**config.mk**
```make
export PLATFORM = sky130hd
export DESIGN_NAME = zlo_freq_ctrl
export DESIGN_NICKNAME = d
export VERILOG_FILES = /design/src/zlo_pkg.sv /design/src/zlo_phase_acc.sv /design/src/zlo_freq_ctrl.sv
export SDC_FILE = /design/constraint.sdc
export NUM_CORES = 1
export LEC_CHECK = 0
export ABC_AREA = 1
export BUFFER_PORTS_ARGS = -buffer_cell sky130_fd_sc_hd__buf_2
export CORE_ASPECT_RATIO = 0.5
export CORE_MARGIN = 4
export CORE_UTILIZATION = 55
export CTS_CLUSTER_SIZE = 12
export DETAILED_ROUTE_END_ITERATION = 12
export GPL_ROUTABILITY_DRIVEN = 0
export PLACE_DENSITY = 0.74
export RECOVER_POWER = 50
export SLEW_MARGIN = 20
export SYNTH_ARGS = -nofsm -noshare
export SYNTH_HDL_FRONTEND = slang
export SYNTH_SLANG_ARGS = --single-unit
```
**constraint.sdc**
```tcl
create_clock -name pclk -period 4.5 [get_ports pclk]
set_clock_uncertainty 0.1 [all_clocks]
set_input_delay 0.225 -clock pclk [delete_from_list [all_inputs] [get_ports pclk]]
set_output_delay 0.225 -clock pclk [all_outputs]
set_load 0.02 [all_outputs]
```
**src/zlo_pkg.sv**
```systemverilog
// Purpose: Shared constants and types of the zoom oscillator control block.
// Assumes: One 25 MHz APB clock; all register offsets are byte addresses.
// Notes:   Frequencies are signed counts of 1/(1024*10^9) of the sample rate.

package zlo_pkg;

   // ------------------------------------------------------------------
   // Timing
   // ------------------------------------------------------------------
   localparam int CLK_PERIOD_NS = 40;
   localparam int NULL_TIME_NS = 100000;
   // Least time, so rounded up to whole cycles
   localparam int NULL_CYCLES =
      (NULL_TIME_NS + CLK_PERIOD_NS - 1) / CLK_PERIOD_NS;
   localparam int NULL_CNT_W = 12;

   // ------------------------------------------------------------------
   // Widths
   // ------------------------------------------------------------------
   localparam int FREQ_W = 40;
   localparam int REQ_W = 48;
   localparam int REQ_FRAC = 8;
   localparam int OFS_W = 16;
   localparam int SEL_W = 4;
   localparam int TABLE_N = 16;

   // ------------------------------------------------------------------
   // Frequency range and phase modulus
   // ------------------------------------------------------------------
   localparam logic signed [FREQ_W:0] FREQ_MAX = 41'h077_3594_0000;
   localparam logic signed [FREQ_W:0] FREQ_MIN = 41'h188_CA6C_0000;
   localparam logic signed [FREQ_W+1:0] PHASE_MOD = 42'h0EE_6B28_0000;
   localparam logic signed [REQ_W:0] ROUND_HALF = 49'h0_0000_0000_0080;

   // ------------------------------------------------------------------
   // Register offsets
   // ------------------------------------------------------------------
   localparam logic [7:0] ADDR_CTRL = 8'h00;
   localparam logic [7:0] ADDR_FREQ_LO = 8'h04;
   localparam logic [7:0] ADDR_FREQ_HI = 8'h08;
   localparam logic [7:0] ADDR_STATUS = 8'h0C;
   localparam logic [7:0] ADDR_PHASE = 8'h10;
   localparam logic [7:0] ADDR_OFFSET = 8'h14;
   localparam logic [7:0] ADDR_CORR = 8'h18;

   // ------------------------------------------------------------------
   // Field positions and reset values
   // ------------------------------------------------------------------
   localparam int CTRL_KEEP_BIT = 0;
   localparam int CTRL_DEFER_BIT = 1;
   localparam int CTRL_NULL_BIT = 2;
   localparam int STAT_PEND_BIT = 0;
   localparam int STAT_BUSY_BIT = 1;
   localparam int STAT_LOST_BIT = 2;
   localparam logic [FREQ_W-1:0] FREQ_RST = 40'h00_0000_0000;
   localparam logic [REQ_W-1:0] REQ_RST = 48'h0000_0000_0000;
   localparam logic [OFS_W-1:0] OFS_RST = 16'h0000;

   // ------------------------------------------------------------------
   // Types
   // ------------------------------------------------------------------
   typedef struct packed {
      logic keep_phase;
      logic defer;
   } zlo_ctrl_t;

   typedef struct packed {
      logic [FREQ_W-1:0] freq;
      logic [FREQ_W-1:0] phase;
   } zlo_osc_t;

   typedef enum logic [2:0] {
      ZLO_IDLE = 3'b001,
      ZLO_SETTLE = 3'b010,
      ZLO_STORE = 3'b100
   } zlo_null_t;

endpackage : zlo_pkg

```
**src/zlo_phase_acc.sv**
```systemverilog
// Purpose: Phase accumulator of the digital oscillator, modulo one turn.
// Assumes: Increment lies within plus or minus half a turn.
// Notes:   A clear forces phase zero on the next edge.

`timescale 1ns/100ps
`default_nettype none

module zlo_phase_acc import zlo_pkg::*; (
   // Clock and reset
   input wire logic pclk,
   input wire logic presetn,
   // Control
   input wire logic [FREQ_W-1:0] freq,
   input wire logic clr,
   // Phase
   output logic [FREQ_W-1:0] phase
);

   logic signed [FREQ_W+1:0] sum;
   logic signed [FREQ_W+1:0] wrapped;
   logic [FREQ_W-1:0] next_phase;

   // Turn has 1024*10^9 steps, not a power of two, so wrap explicitly
   assign sum = $signed({2'b00, phase}) +
                $signed({{2{freq[FREQ_W-1]}}, freq});
   assign wrapped = (sum < 0) ? sum + PHASE_MOD :
                    (sum >= PHASE_MOD) ? sum - PHASE_MOD : sum;
   assign next_phase = wrapped[FREQ_W-1:0];

   // Accumulate every sample clock
   always_ff @(posedge pclk or negedge presetn) begin
      if (!presetn) begin
         phase <= FREQ_RST;
      end else if (clr) begin
         phase <= FREQ_RST;
      end else begin
         phase <= next_phase;
      end
   end
endmodule : zlo_phase_acc

`default_nettype wire

```
**src/zlo_freq_ctrl.sv**
```systemverilog
// Purpose: Centre-frequency control of the zoom digital oscillator.
// Assumes: APB slave on pclk; alignment line is an asynchronous pin.
// Notes:   Zero wait states; unmapped addresses answer with pslverr.

`timescale 1ns/100ps
`default_nettype none

module zlo_freq_ctrl import zlo_pkg::*; (
   // Clock and reset
   input wire logic pclk,
   input wire logic presetn,
   // APB slave
   input wire logic psel,
   input wire logic penable,
   input wire logic pwrite,
   input wire logic [7:0] paddr,
   input wire logic [31:0] pwdata,
   output logic [31:0] prdata,
   output logic pready,
   output logic pslverr,
   // Shared alignment line, asynchronous
   input wire logic align_line,
   // Input setup and measured DC from the datapath
   input wire logic [SEL_W-1:0] setup_sel,
   input wire logic [OFS_W-1:0] dc_measure,
   // Oscillator and offset outputs
   output zlo_osc_t osc,
   output logic [OFS_W:0] offset_total,
   output logic meas_abort
);

   // ------------------------------------------------------------------
   // Bus decode
   // ------------------------------------------------------------------
   wire logic access = psel & penable;
   wire logic wr_en = access & pwrite;
   wire logic rd_setup = psel & ~penable & ~pwrite;
   wire logic hit_ctrl = (paddr == ADDR_CTRL);
   wire logic hit_lo = (paddr == ADDR_FREQ_LO);
   wire logic hit_hi = (paddr == ADDR_FREQ_HI);
   wire logic hit_stat = (paddr == ADDR_STATUS);
   wire logic hit_phase = (paddr == ADDR_PHASE);
   wire logic hit_ofs = (paddr == ADDR_OFFSET);
   wire logic hit_corr = (paddr == ADDR_CORR);
   wire logic addr_hit = hit_ctrl | hit_lo | hit_hi | hit_stat |
                         hit_phase | hit_ofs | hit_corr;

   // No wait states; error answer only in the access phase
   assign pready = 1'b1;
   assign pslverr = access & ~addr_hit;

   // ------------------------------------------------------------------
   // State
   // ------------------------------------------------------------------
   zlo_ctrl_t ctrl;
   logic [31:0] req_lo;
   logic [FREQ_W-1:0] active_freq;
   logic [FREQ_W-1:0] pend_freq;
   logic [FREQ_W-1:0] osc_phase;
   logic pending;
   logic coherence_lost;
   logic [OFS_W-1:0] user_offset;
   logic [OFS_W-1:0] ofs_table [TABLE_N];
   zlo_null_t null_state;
   logic [NULL_CNT_W-1:0] null_cnt;
   logic [SEL_W-1:0] null_sel;
   logic align_meta;
   logic align_sync;
   logic align_prev;

   // ------------------------------------------------------------------
   // Request rounding and limiting
   // ------------------------------------------------------------------
   // The high word write commits the whole request
   wire logic commit = wr_en & hit_hi;
   wire logic [REQ_W-1:0] req_full = {pwdata[15:0], req_lo};
   wire logic signed [REQ_W:0] req_rnd =
      $signed({req_full[REQ_W-1], req_full}) + ROUND_HALF;
   wire logic signed [FREQ_W:0] req_steps = req_rnd[REQ_W:REQ_FRAC];
   // Out-of-range requests saturate at half the sample rate
   wire logic signed [FREQ_W:0] req_lim =
      (req_steps > FREQ_MAX) ? FREQ_MAX :
      (req_steps < FREQ_MIN) ? FREQ_MIN : req_steps;
   wire logic [FREQ_W-1:0] quant = req_lim[FREQ_W-1:0];

   // ------------------------------------------------------------------
   // Alignment line synchroniser and edge
   // ------------------------------------------------------------------
   always_ff @(posedge pclk or negedge presetn) begin
      if (!presetn) begin
         align_meta <= 1'b0;
         align_sync <= 1'b0;
         align_prev <= 1'b0;
      end else begin
         align_meta <= align_line;
         align_sync <= align_meta;
         align_prev <= align_sync;
      end
   end

   wire logic align_rise = align_sync & ~align_prev;

   // ------------------------------------------------------------------
   // Frequency apply decision
   // ------------------------------------------------------------------
   wire logic apply_direct = commit & ~ctrl.defer;
   wire logic apply_sync = pending & align_rise;
   wire logic apply_undefer = pending & ~ctrl.defer;
   wire logic apply_any = apply_direct | apply_sync | apply_undefer;
   wire logic [FREQ_W-1:0] apply_val = apply_direct ? quant : pend_freq;
   wire logic null_start = wr_en & hit_ctrl & pwdata[CTRL_NULL_BIT] &
                           (null_state == ZLO_IDLE);
   // Phase clears on a move to zero with keep-phase off, or when nulling starts
   wire logic to_zero = (apply_val == FREQ_RST);
   wire logic phase_clr = (apply_any & to_zero & ~ctrl.keep_phase) |
                          null_start;

   // Control register; reset leaves both selections off
   always_ff @(posedge pclk or negedge presetn) begin
      if (!presetn) begin
         ctrl <= '0;
      end else if (wr_en & hit_ctrl) begin
         ctrl.keep_phase <= pwdata[CTRL_KEEP_BIT];
         ctrl.defer <= pwdata[CTRL_DEFER_BIT];
      end
   end

   // Low request word and user offset
   always_ff @(posedge pclk or negedge presetn) begin
      if (!presetn) begin
         req_lo <= REQ_RST[31:0];
         user_offset <= OFS_RST;
      end else begin
         if (wr_en & hit_lo) req_lo <= pwdata;
         if (wr_en & hit_ofs) user_offset <= pwdata[OFS_W-1:0];
      end
   end

   // Shadow and active frequency; a new deferred commit in the same
   // cycle as an alignment edge becomes the next pending value
   always_ff @(posedge pclk or negedge presetn) begin
      if (!presetn) begin
         active_freq <= FREQ_RST;
         pend_freq <= FREQ_RST;
         pending <= 1'b0;
      end else begin
         if (apply_any) active_freq <= apply_val;
         if (commit) pend_freq <= quant;
         if (commit & ctrl.defer) begin
            pending <= 1'b1;
         end else if (apply_sync | apply_undefer) begin
            pending <= 1'b0;
         end
      end
   end

   // ------------------------------------------------------------------
   // Oscillator phase
   // ------------------------------------------------------------------
   zlo_phase_acc u_phase (
      .pclk(pclk),
      .presetn(presetn),
      .freq(active_freq),
      .clr(phase_clr),
      .phase(osc_phase)
   );

   // One driver for the whole carrier, members filled by name
   assign osc = '{freq: active_freq, phase: osc_phase};

   // ------------------------------------------------------------------
   // Offset nulling sequence
   // ------------------------------------------------------------------
   wire logic null_done = (null_state == ZLO_SETTLE) &
      (null_cnt == NULL_CNT_W'(NULL_CYCLES - 1));

   // Settle for the nulling time, then store the measured offset
   always_ff @(posedge pclk or negedge presetn) begin
      if (!presetn) begin
         null_state <= ZLO_IDLE;
         null_cnt <= '0;
         null_sel <= '0;
      end else begin
         unique case (null_state)
            ZLO_IDLE: begin
               null_cnt <= '0;
               if (null_start) begin
                  null_sel <= setup_sel;
                  null_state <= ZLO_SETTLE;
               end
            end
            ZLO_SETTLE: begin
               null_cnt <= null_cnt + 1'b1;
               if (null_done) null_state <= ZLO_STORE;
            end
            ZLO_STORE: begin
               null_state <= ZLO_IDLE;
            end
            default: begin
               null_state <= ZLO_IDLE;
            end
         endcase
      end
   end

   // Measurement is aborted when nulling begins
   assign meas_abort = null_start;

   // Sticky loss of coherence; a new loss wins over a clear
   always_ff @(posedge pclk or negedge presetn) begin
      if (!presetn) begin
         coherence_lost <= 1'b0;
      end else if (null_start) begin
         coherence_lost <= 1'b1;
      end else if (wr_en & hit_stat & pwdata[STAT_LOST_BIT]) begin
         coherence_lost <= 1'b0;
      end
   end

   // One correction per setup condition
   genvar gi;
   generate
      for (gi = 0; gi < TABLE_N; gi++) begin : g_ofs
         always_ff @(posedge pclk or negedge presetn) begin
            if (!presetn) begin
               ofs_table[gi] <= OFS_RST;
            end else if ((null_state == ZLO_STORE) &&
                         (null_sel == SEL_W'(gi))) begin
               ofs_table[gi] <= dc_measure;
            end
         end
      end
   endgenerate

   // Correction of the active setup added to the user offset
   wire logic [OFS_W:0] next_offset =
      $signed({user_offset[OFS_W-1], user_offset}) +
      $signed({ofs_table[setup_sel][OFS_W-1], ofs_table[setup_sel]});

   always_ff @(posedge pclk or negedge presetn) begin
      if (!presetn) begin
         offset_total <= '0;
      end else begin
         offset_total <= next_offset;
      end
   end

   // ------------------------------------------------------------------
   // Read path
   // ------------------------------------------------------------------
   // A waiting change shows its pending value, not the one in use
   wire logic [FREQ_W-1:0] shown_freq =
      pending ? pend_freq : active_freq;
   wire logic null_busy = (null_state != ZLO_IDLE);
   wire logic [31:0] rd_ctrl = {29'h0, null_busy, ctrl.defer,
                                ctrl.keep_phase};
   wire logic [31:0] rd_stat = {29'h0, coherence_lost, null_busy,
                                pending};
   wire logic [31:0] rd_hi = {{24{shown_freq[FREQ_W-1]}},
                              shown_freq[FREQ_W-1:32]};
   wire logic [31:0] rd_mux =
      hit_ctrl ? rd_ctrl :
      hit_lo ? shown_freq[31:0] :
      hit_hi ? rd_hi :
      hit_stat ? rd_stat :
      hit_phase ? osc.phase[FREQ_W-1:8] :
      hit_ofs ? {{16{user_offset[OFS_W-1]}}, user_offset} :
      hit_corr ? {{15{offset_total[OFS_W]}}, offset_total} : 32'h0;

   // Read data captured in the setup phase, held through the access
   always_ff @(posedge pclk or negedge presetn) begin
      if (!presetn) begin
         prdata <= 32'h0;
      end else if (rd_setup) begin
         prdata <= rd_mux;
      end
   end
endmodule : zlo_freq_ctrl

`default_nettype wire

```
* Word-level counts from Yosys, hierarchy flattened *
Cells that the tools add are included.

word-level totals
  output and inout bits = 132
  input bits = 66
  logic and storage cells = 159
  flip-flop bits (word level) = 499

operators by class
  equal/unequal tests = 28
  magnitude comparators = 5
  add/sub/neg operators = 6
  bitwise logic cells = 38
  reduce and logical (&&, ||, !) cells = 24
  mux-type cells = 25

operator list
  kind                      count
  $mux W40                  7
  $mux W32                  7
  $bmux W16 S4              1
  $add A48 B9 Y49 const B   1
  $add A41 B40 Y42          1
  $ge A42 B41 Y1 const B    1
  $lt A42 B1 Y1 const B     1
  $gt A41 B40 Y1 const B    1
  $lt A41 B40 Y1 const B    1
  $add A40 B38 Y40 const B  1
  $logic_not A40 Y1         1
  $sub A40 B38 Y40 const B  1
  $eq A4 B4 Y1 const B      8
  $mux W16                  2
  $eq A8 B5 Y1 const B      3
  $pmux W12 S2              1
  $and A1 B1 Y1             21
  $add A16 B16 Y17          1
  $eq A4 B3 Y1 const B      4
  $eq A8 B4 Y1 const B      2
  $logic_and A1 B1 Y1       16
  $add A12 B1 Y12 const B   1
  $eq A12 B12 Y1 const B    1
  $or A1 B1 Y1              10
  other kinds (18)          32

* Depth between registers and ports, before layout *
  depth after elaboration = 10
  gate-level depth with buffers = 28

* By module *
Synthesis repeated with hierarchy kept, for this count alone.

second synthesis, totals
  cell total of the unflattened synthesis = 4,186
  area total of the unflattened synthesis = 29,843.6 um2

by module, submodules not included
  module         cells an instance  area each (um2)  times used
  zlo_freq_ctrl  3,018              23,660.2         1
  zlo_phase_acc  1,168              6,183.4          1

* Least setup slack after synthesis *
Ideal clock, no wire load.

  path kind = input port to flip-flop
  start point = input setup_sel[0]
  end point = register offset_total[15]
  data required time = 4,278 ps
  buffers on the path = 3
  arrival time = 3,673 ps
  cell stages on the path = 23
  path slack = 605 ps
  cells stage by stage = clkbuf_1 clkbuf_1 buf_1 mux2i_1 o211ai_1 nand3_1 nand2_1 ha_1 a21oi_1 nand2_1 a21oi_1 o21ai_0 a21oi_1 o21ai_0 a21oi_1 o21bai_1 nand2_1 nand2_1 a21oi_1 nor2_1 o21ai_0 nand2_1 xor2_1

between the ends
  cells in the longest elaborated chain, start to end = 5

RTL lines
  element                                       line                  RTL
  start: declaration                            zlo_freq_ctrl.sv:24   input wire logic [SEL_W-1:0] setup_sel,
  $not A4 Y5 (not written as such)              zlo_freq_ctrl.sv:238  $signed({ofs_table[setup_sel][OFS_W-1], ofs_table[setup_sel]});
  $bmux W16 S4                                  zlo_freq_ctrl.sv:238
  $mux W16 (not written as such) (2 in series)  zlo_freq_ctrl.sv:238
  $add A16 B16 Y17                              zlo_freq_ctrl.sv:237  $signed({user_offset[OFS_W-1], user_offset}) +
  named net next_offset[15]                     zlo_freq_ctrl.sv:236  wire logic [OFS_W:0] next_offset =
  end signal: assignment                        zlo_freq_ctrl.sv:244  offset_total <= next_offset;
  end: declaration                              zlo_freq_ctrl.sv:28   output logic [OFS_W:0] offset_total,

The timed path passes the listed nets, and every way through them passes these cells. The select of a mux whose other input is x is not followed.
A chain may end at the register's enable or synchronous reset.

* Final worst setup path *
  start point = register active_freq[4]
  end point = register u_phase.phase[37]

between the ends
  cells in the longest elaborated chain, start to end = 5
  elaborated cells on any way between the ends = 8
  those cells by class = add/sub: 3; order compare: 2; mux: 3

RTL lines
  element                                                    line                  RTL
  start: declaration                                         zlo_freq_ctrl.sv:57   logic [FREQ_W-1:0] active_freq;
  start signal: assignment                                   zlo_freq_ctrl.sv:147  if (apply_any) active_freq <= apply_val;
  $add A41 B40 Y42 (*)                                       zlo_phase_acc.sv:24   assign sum = $signed({2'b00, phase}) +
  $sub A40 B38 Y40 / $ge A42 B41 Y1 (equally long branches)  zlo_phase_acc.sv:27   (sum >= PHASE_MOD) ? sum - PHASE_MOD : sum;
  $mux W40                                                   zlo_phase_acc.sv:27
  $mux W40 (*)                                               zlo_phase_acc.sv:26   assign wrapped = (sum < 0) ? sum + PHASE_MOD :
  $mux W40 (*)                                               zlo_phase_acc.sv:34   end else if (clr) begin
  end signal: assignment                                     zlo_phase_acc.sv:37   phase <= next_phase;
  end: declaration                                           zlo_phase_acc.sv:16   output logic [FREQ_W-1:0] phase

Mark *: on every way between the ends. The rest lies on a longest branch, timed or not.

==> summary.md <==
| Metric | Value |
|---|---|
| Least-Margin Pin Slew | `between 2 and 3 ns` |
| Commonest cells post-synth | `1132 x nand2_1, 542 x o21ai_0, 491 x dfrtp_1` |
| Routed Antenna Nets | `0` |
| Clock sinks | `slightly below 500` |
| Pleak | `around 16 nW` |
| Core area | `slightly above 50000 um2` |
| Crit path launch type | `flop` |
| Core Rows | `between 50 and 60` |
| Starting Density | `0.5638` |
| Pre-CTS WS | `approximately 0.26 ns` |
| Initial antenna violation count | `2` |
| Synth warnings | `0` |
| Final worst path period share | `0.9131` |
| Non-filler instance count after layout | `between 4k and 5k` |
| Setup crit end kind | `flop` |
| Required @ worst endpoint | `4.88 ns` |
| Vias | `27.95k` |
| Post-synth top area share | `0.4284` |
| VDD IR max | `between 0.5 and 0.6 mV` |
| Synth async-reset ratio | `1.000` |
| Crit-path max FO | `4` |
| Failing checks | `max-capacitance violations, max-slew violations` |
| Cell variety after synth | `52` |
| Via density | `approximately 6` |
| Max Fclk | `between 200 and 250 MHz` |
| CTS buffer count | `49` |
| Hold WC Path Type | `primary input to flop` |
| Slew Limit Fails | `269` |
| Initial DRT Pass Iterations | `8` |
| Syn nets | `approximately 4k` |
| First-pass GRT wire length | `between 100000 and 150000 um` |
| Final Core Density | `0.6296` |
| Fraction of layout cells with a size suffix above 1 | `0.06880` |
| Final nets | `~4.2k` |
| Layout area overhead | `11.68%` |
| Post-CTS Setup Bufs | `0` |
| Cells after synthesis | `3889` |
| Critical path arrival | `between 4 and 5 ns` |
| Synth Flop Type | `dfrtp_1` |
| Max_slew headroom | `-0.9256` |
| Initial DRC Count | `slightly below 3k` |
| Final Hold Viols | `0` |
| Cell with the most instances after synthesis | `nand2_1` |
| Final HPWL from detailed placement | `65760 um` |
| # IOs | `just under 200` |
| DRC viols | `0` |
| CTS tree | `built` |
| Syn Area/Cell | `between 7 and 8 um2` |
| Fin crit period | `~4.1 ns` |
| Vias in the first global route | `roughly 26k` |
| Largest net degree at the start of global routing | `about 110` |
| Die H | `between 150 and 200 um` |
| PD cells | `398.8 nW/um2` |
| Htree depth | `2` |
| Placed instance count | `approximately 4.7k` |
| Die area | `around 56000 um2` |
| WL per Instance | `between 15 and 20 um` |
| Status | `finished, violations left` |
| Sequential share of the synthesized area | `0.4293` |
| RSZ-0062 raised after global routing | `no` |
| Reg clk slew, reported paths | `roughly 0.070 ns` |
| Root Buffer | `clkbuf_16` |
| Yosys reg bits | `492` |
| Port bufs | `slightly below 200` |
| Total wire length | `just over 90000 um` |
| Total GRT Usage | `0.3254` |
| Mapped Area | `between 20000 and 30000 um2` |
| MaxCap Viol Count | `6` |
| Hold WS | `~0.020 ns` |
| Worst Path Class, Setup | `flop to flop` |
| Clock Tree Buf Depth | `3` |
| Clock latency on the worst-skew pair | `around 0.6 ns` |
| DIE WIDTH | `about 330 um` |
| Worst Slack Setup Final | `slightly below 0.4 ns` |
| Overflow after GRT | `0` |
| Area leader, netlist | `dfrtp_1` |
| Synth top area cells | `dfrtp_1 43%, nand2_1 15%, o21ai_0 9.5%, nor2_1 4.3%, inv_1 4.2%` |
| TNS Setup | `0 ns` |
| Endpoints failing setup | `0` |
| Post-synth EDFFs | `0` |
what timing repair did:
action,in CTS,in global routing
gates resized for setup,0,2
endpoints found under the hold margin,162,0
endpoints found under the setup margin,0,9
hold buffers,39,0
critical path: stages, from the launching register on:
cell	delay, ns
dfrtp_1	0.49
ha_1	0.38
a21oi_1	0.28
nor2_1	0.07
nor2_1	0.14
nand2_1	0.14
a21oi_2	0.32
o21ai_1	0.20
xor2_2	0.23
inv_1	0.10
ha_1	0.22
or2_2	0.33
nand2_1	0.11
nand2_1	0.09
nand2_1	0.09
nand2_1	0.08
nand2_1	0.12
nand2_1	0.06
nand2_1	0.07
nand3_1	0.10
nand2_1	0.09
nand2_1	0.05
nand2_1	0.07
nor2_1	0.04
path summary, 6_finish.rpt:
check,start,endpoint,slack (ns),depth (start not counted)
min reg2reg,align_meta,align_sync,0.26,0
min,dc_measure[10],ofs_table[42],0.02,3
max reg2reg,active_freq[4],u_phase.phase[37],0.39,23
max,active_freq[4],u_phase.phase[37],0.39,23
min in group asynchronous,presetn,u_phase.phase[7],0.94,2
max in group asynchronous,presetn,pend_freq[6],0.76,3
final cells by class:
cell class	count	area [um2]
fillers	4612	18840
multi-input cells	2872	14360
flip-flops and latches	492	12310
repair buffers	307	1824
clock buffers	56	1272
inverters	335	1257
well taps	690	863.3
clock inverters	8	130.1
diodes	2	5.005
placed cells by master, fill, tap and decap left out, types with 8 or more instances in the layout:
cell type and instances:
ha_1 61, nor2_1 324, xor2_1 44, o211ai_1 67, o21ai_1 9, buf_2 77, clkbuf_1 128, o21ai_0 542
nand4_1 35, a21o_1 8, nand2_1 1131, nor2_4 9, nand3b_1 8, a21boi_0 11, clkbuf_16 49, a31oi_1 16
mux2i_1 64, mux2_2 9, nand2_2 8, or2_2 24, xnor2_1 31, inv_1 322, o31ai_1 26, dfrtp_1 491
nand3_1 157, a211oi_1 8, buf_4 59, dlygate4sd3_1 39, a21oi_1 178, inv_2 12, and3_1 23, nor3_1 25
metal layers:
| layer | track usage | wire length, um | up-vias |
|---|---|---|---|
| met5 | 0 | 13 | - |
| li1 | - | - | 13073 |
| met4 | 0.1427 | 4816 | 2 |
| met1 | 0.4375 | 38000 | 13174 |
| met2 | 0.5182 | 41610 | 1391 |
| met3 | 0.06292 | 8377 | 313 |
cell families (layout without fill, tap and decap cells):
group,Yosys count,count (layout),share of synthesized area
compound gates,895,895,0.1702
xor+xnor,77,77,0.02378
fa+ha+maj,63,63,0.02801
buf+inv,526,706,0.07107
flops,492,492,0.4293
mux,73,73,0.02587
other cells,1,3,0.0001308
simple gates,1762,1763,0.2516
registers in the layout (all words and copies together), names as in the netlist, 16 cells and up:
name and cells:
ofs_table 256, active_freq 40, pend_freq 40, u_phase.phase 40
prdata 32, req_lo 25, offset_total 17, user_offset 16
stage by stage:
step	total power (W)	cell area, um2
4_1_cts	0.01275	32190
6_report	0.01277	32030
3_3_place_gp	0.008837	30400
2_1_floorplan	0.007627	28680
3_5_place_dp	0.008910	30400
5_1_grt	0.01343	32030
power by group:
group          internal, W  total (W)  leakage [nW]  switching, W
clock              0.00206    0.00383         0.676       0.00177
sequential         0.00464    0.00496          5.29      0.000318
combinational      0.00128    0.00399          10.1       0.00271
No activity file was read; power rests on OpenSTA's default activity.
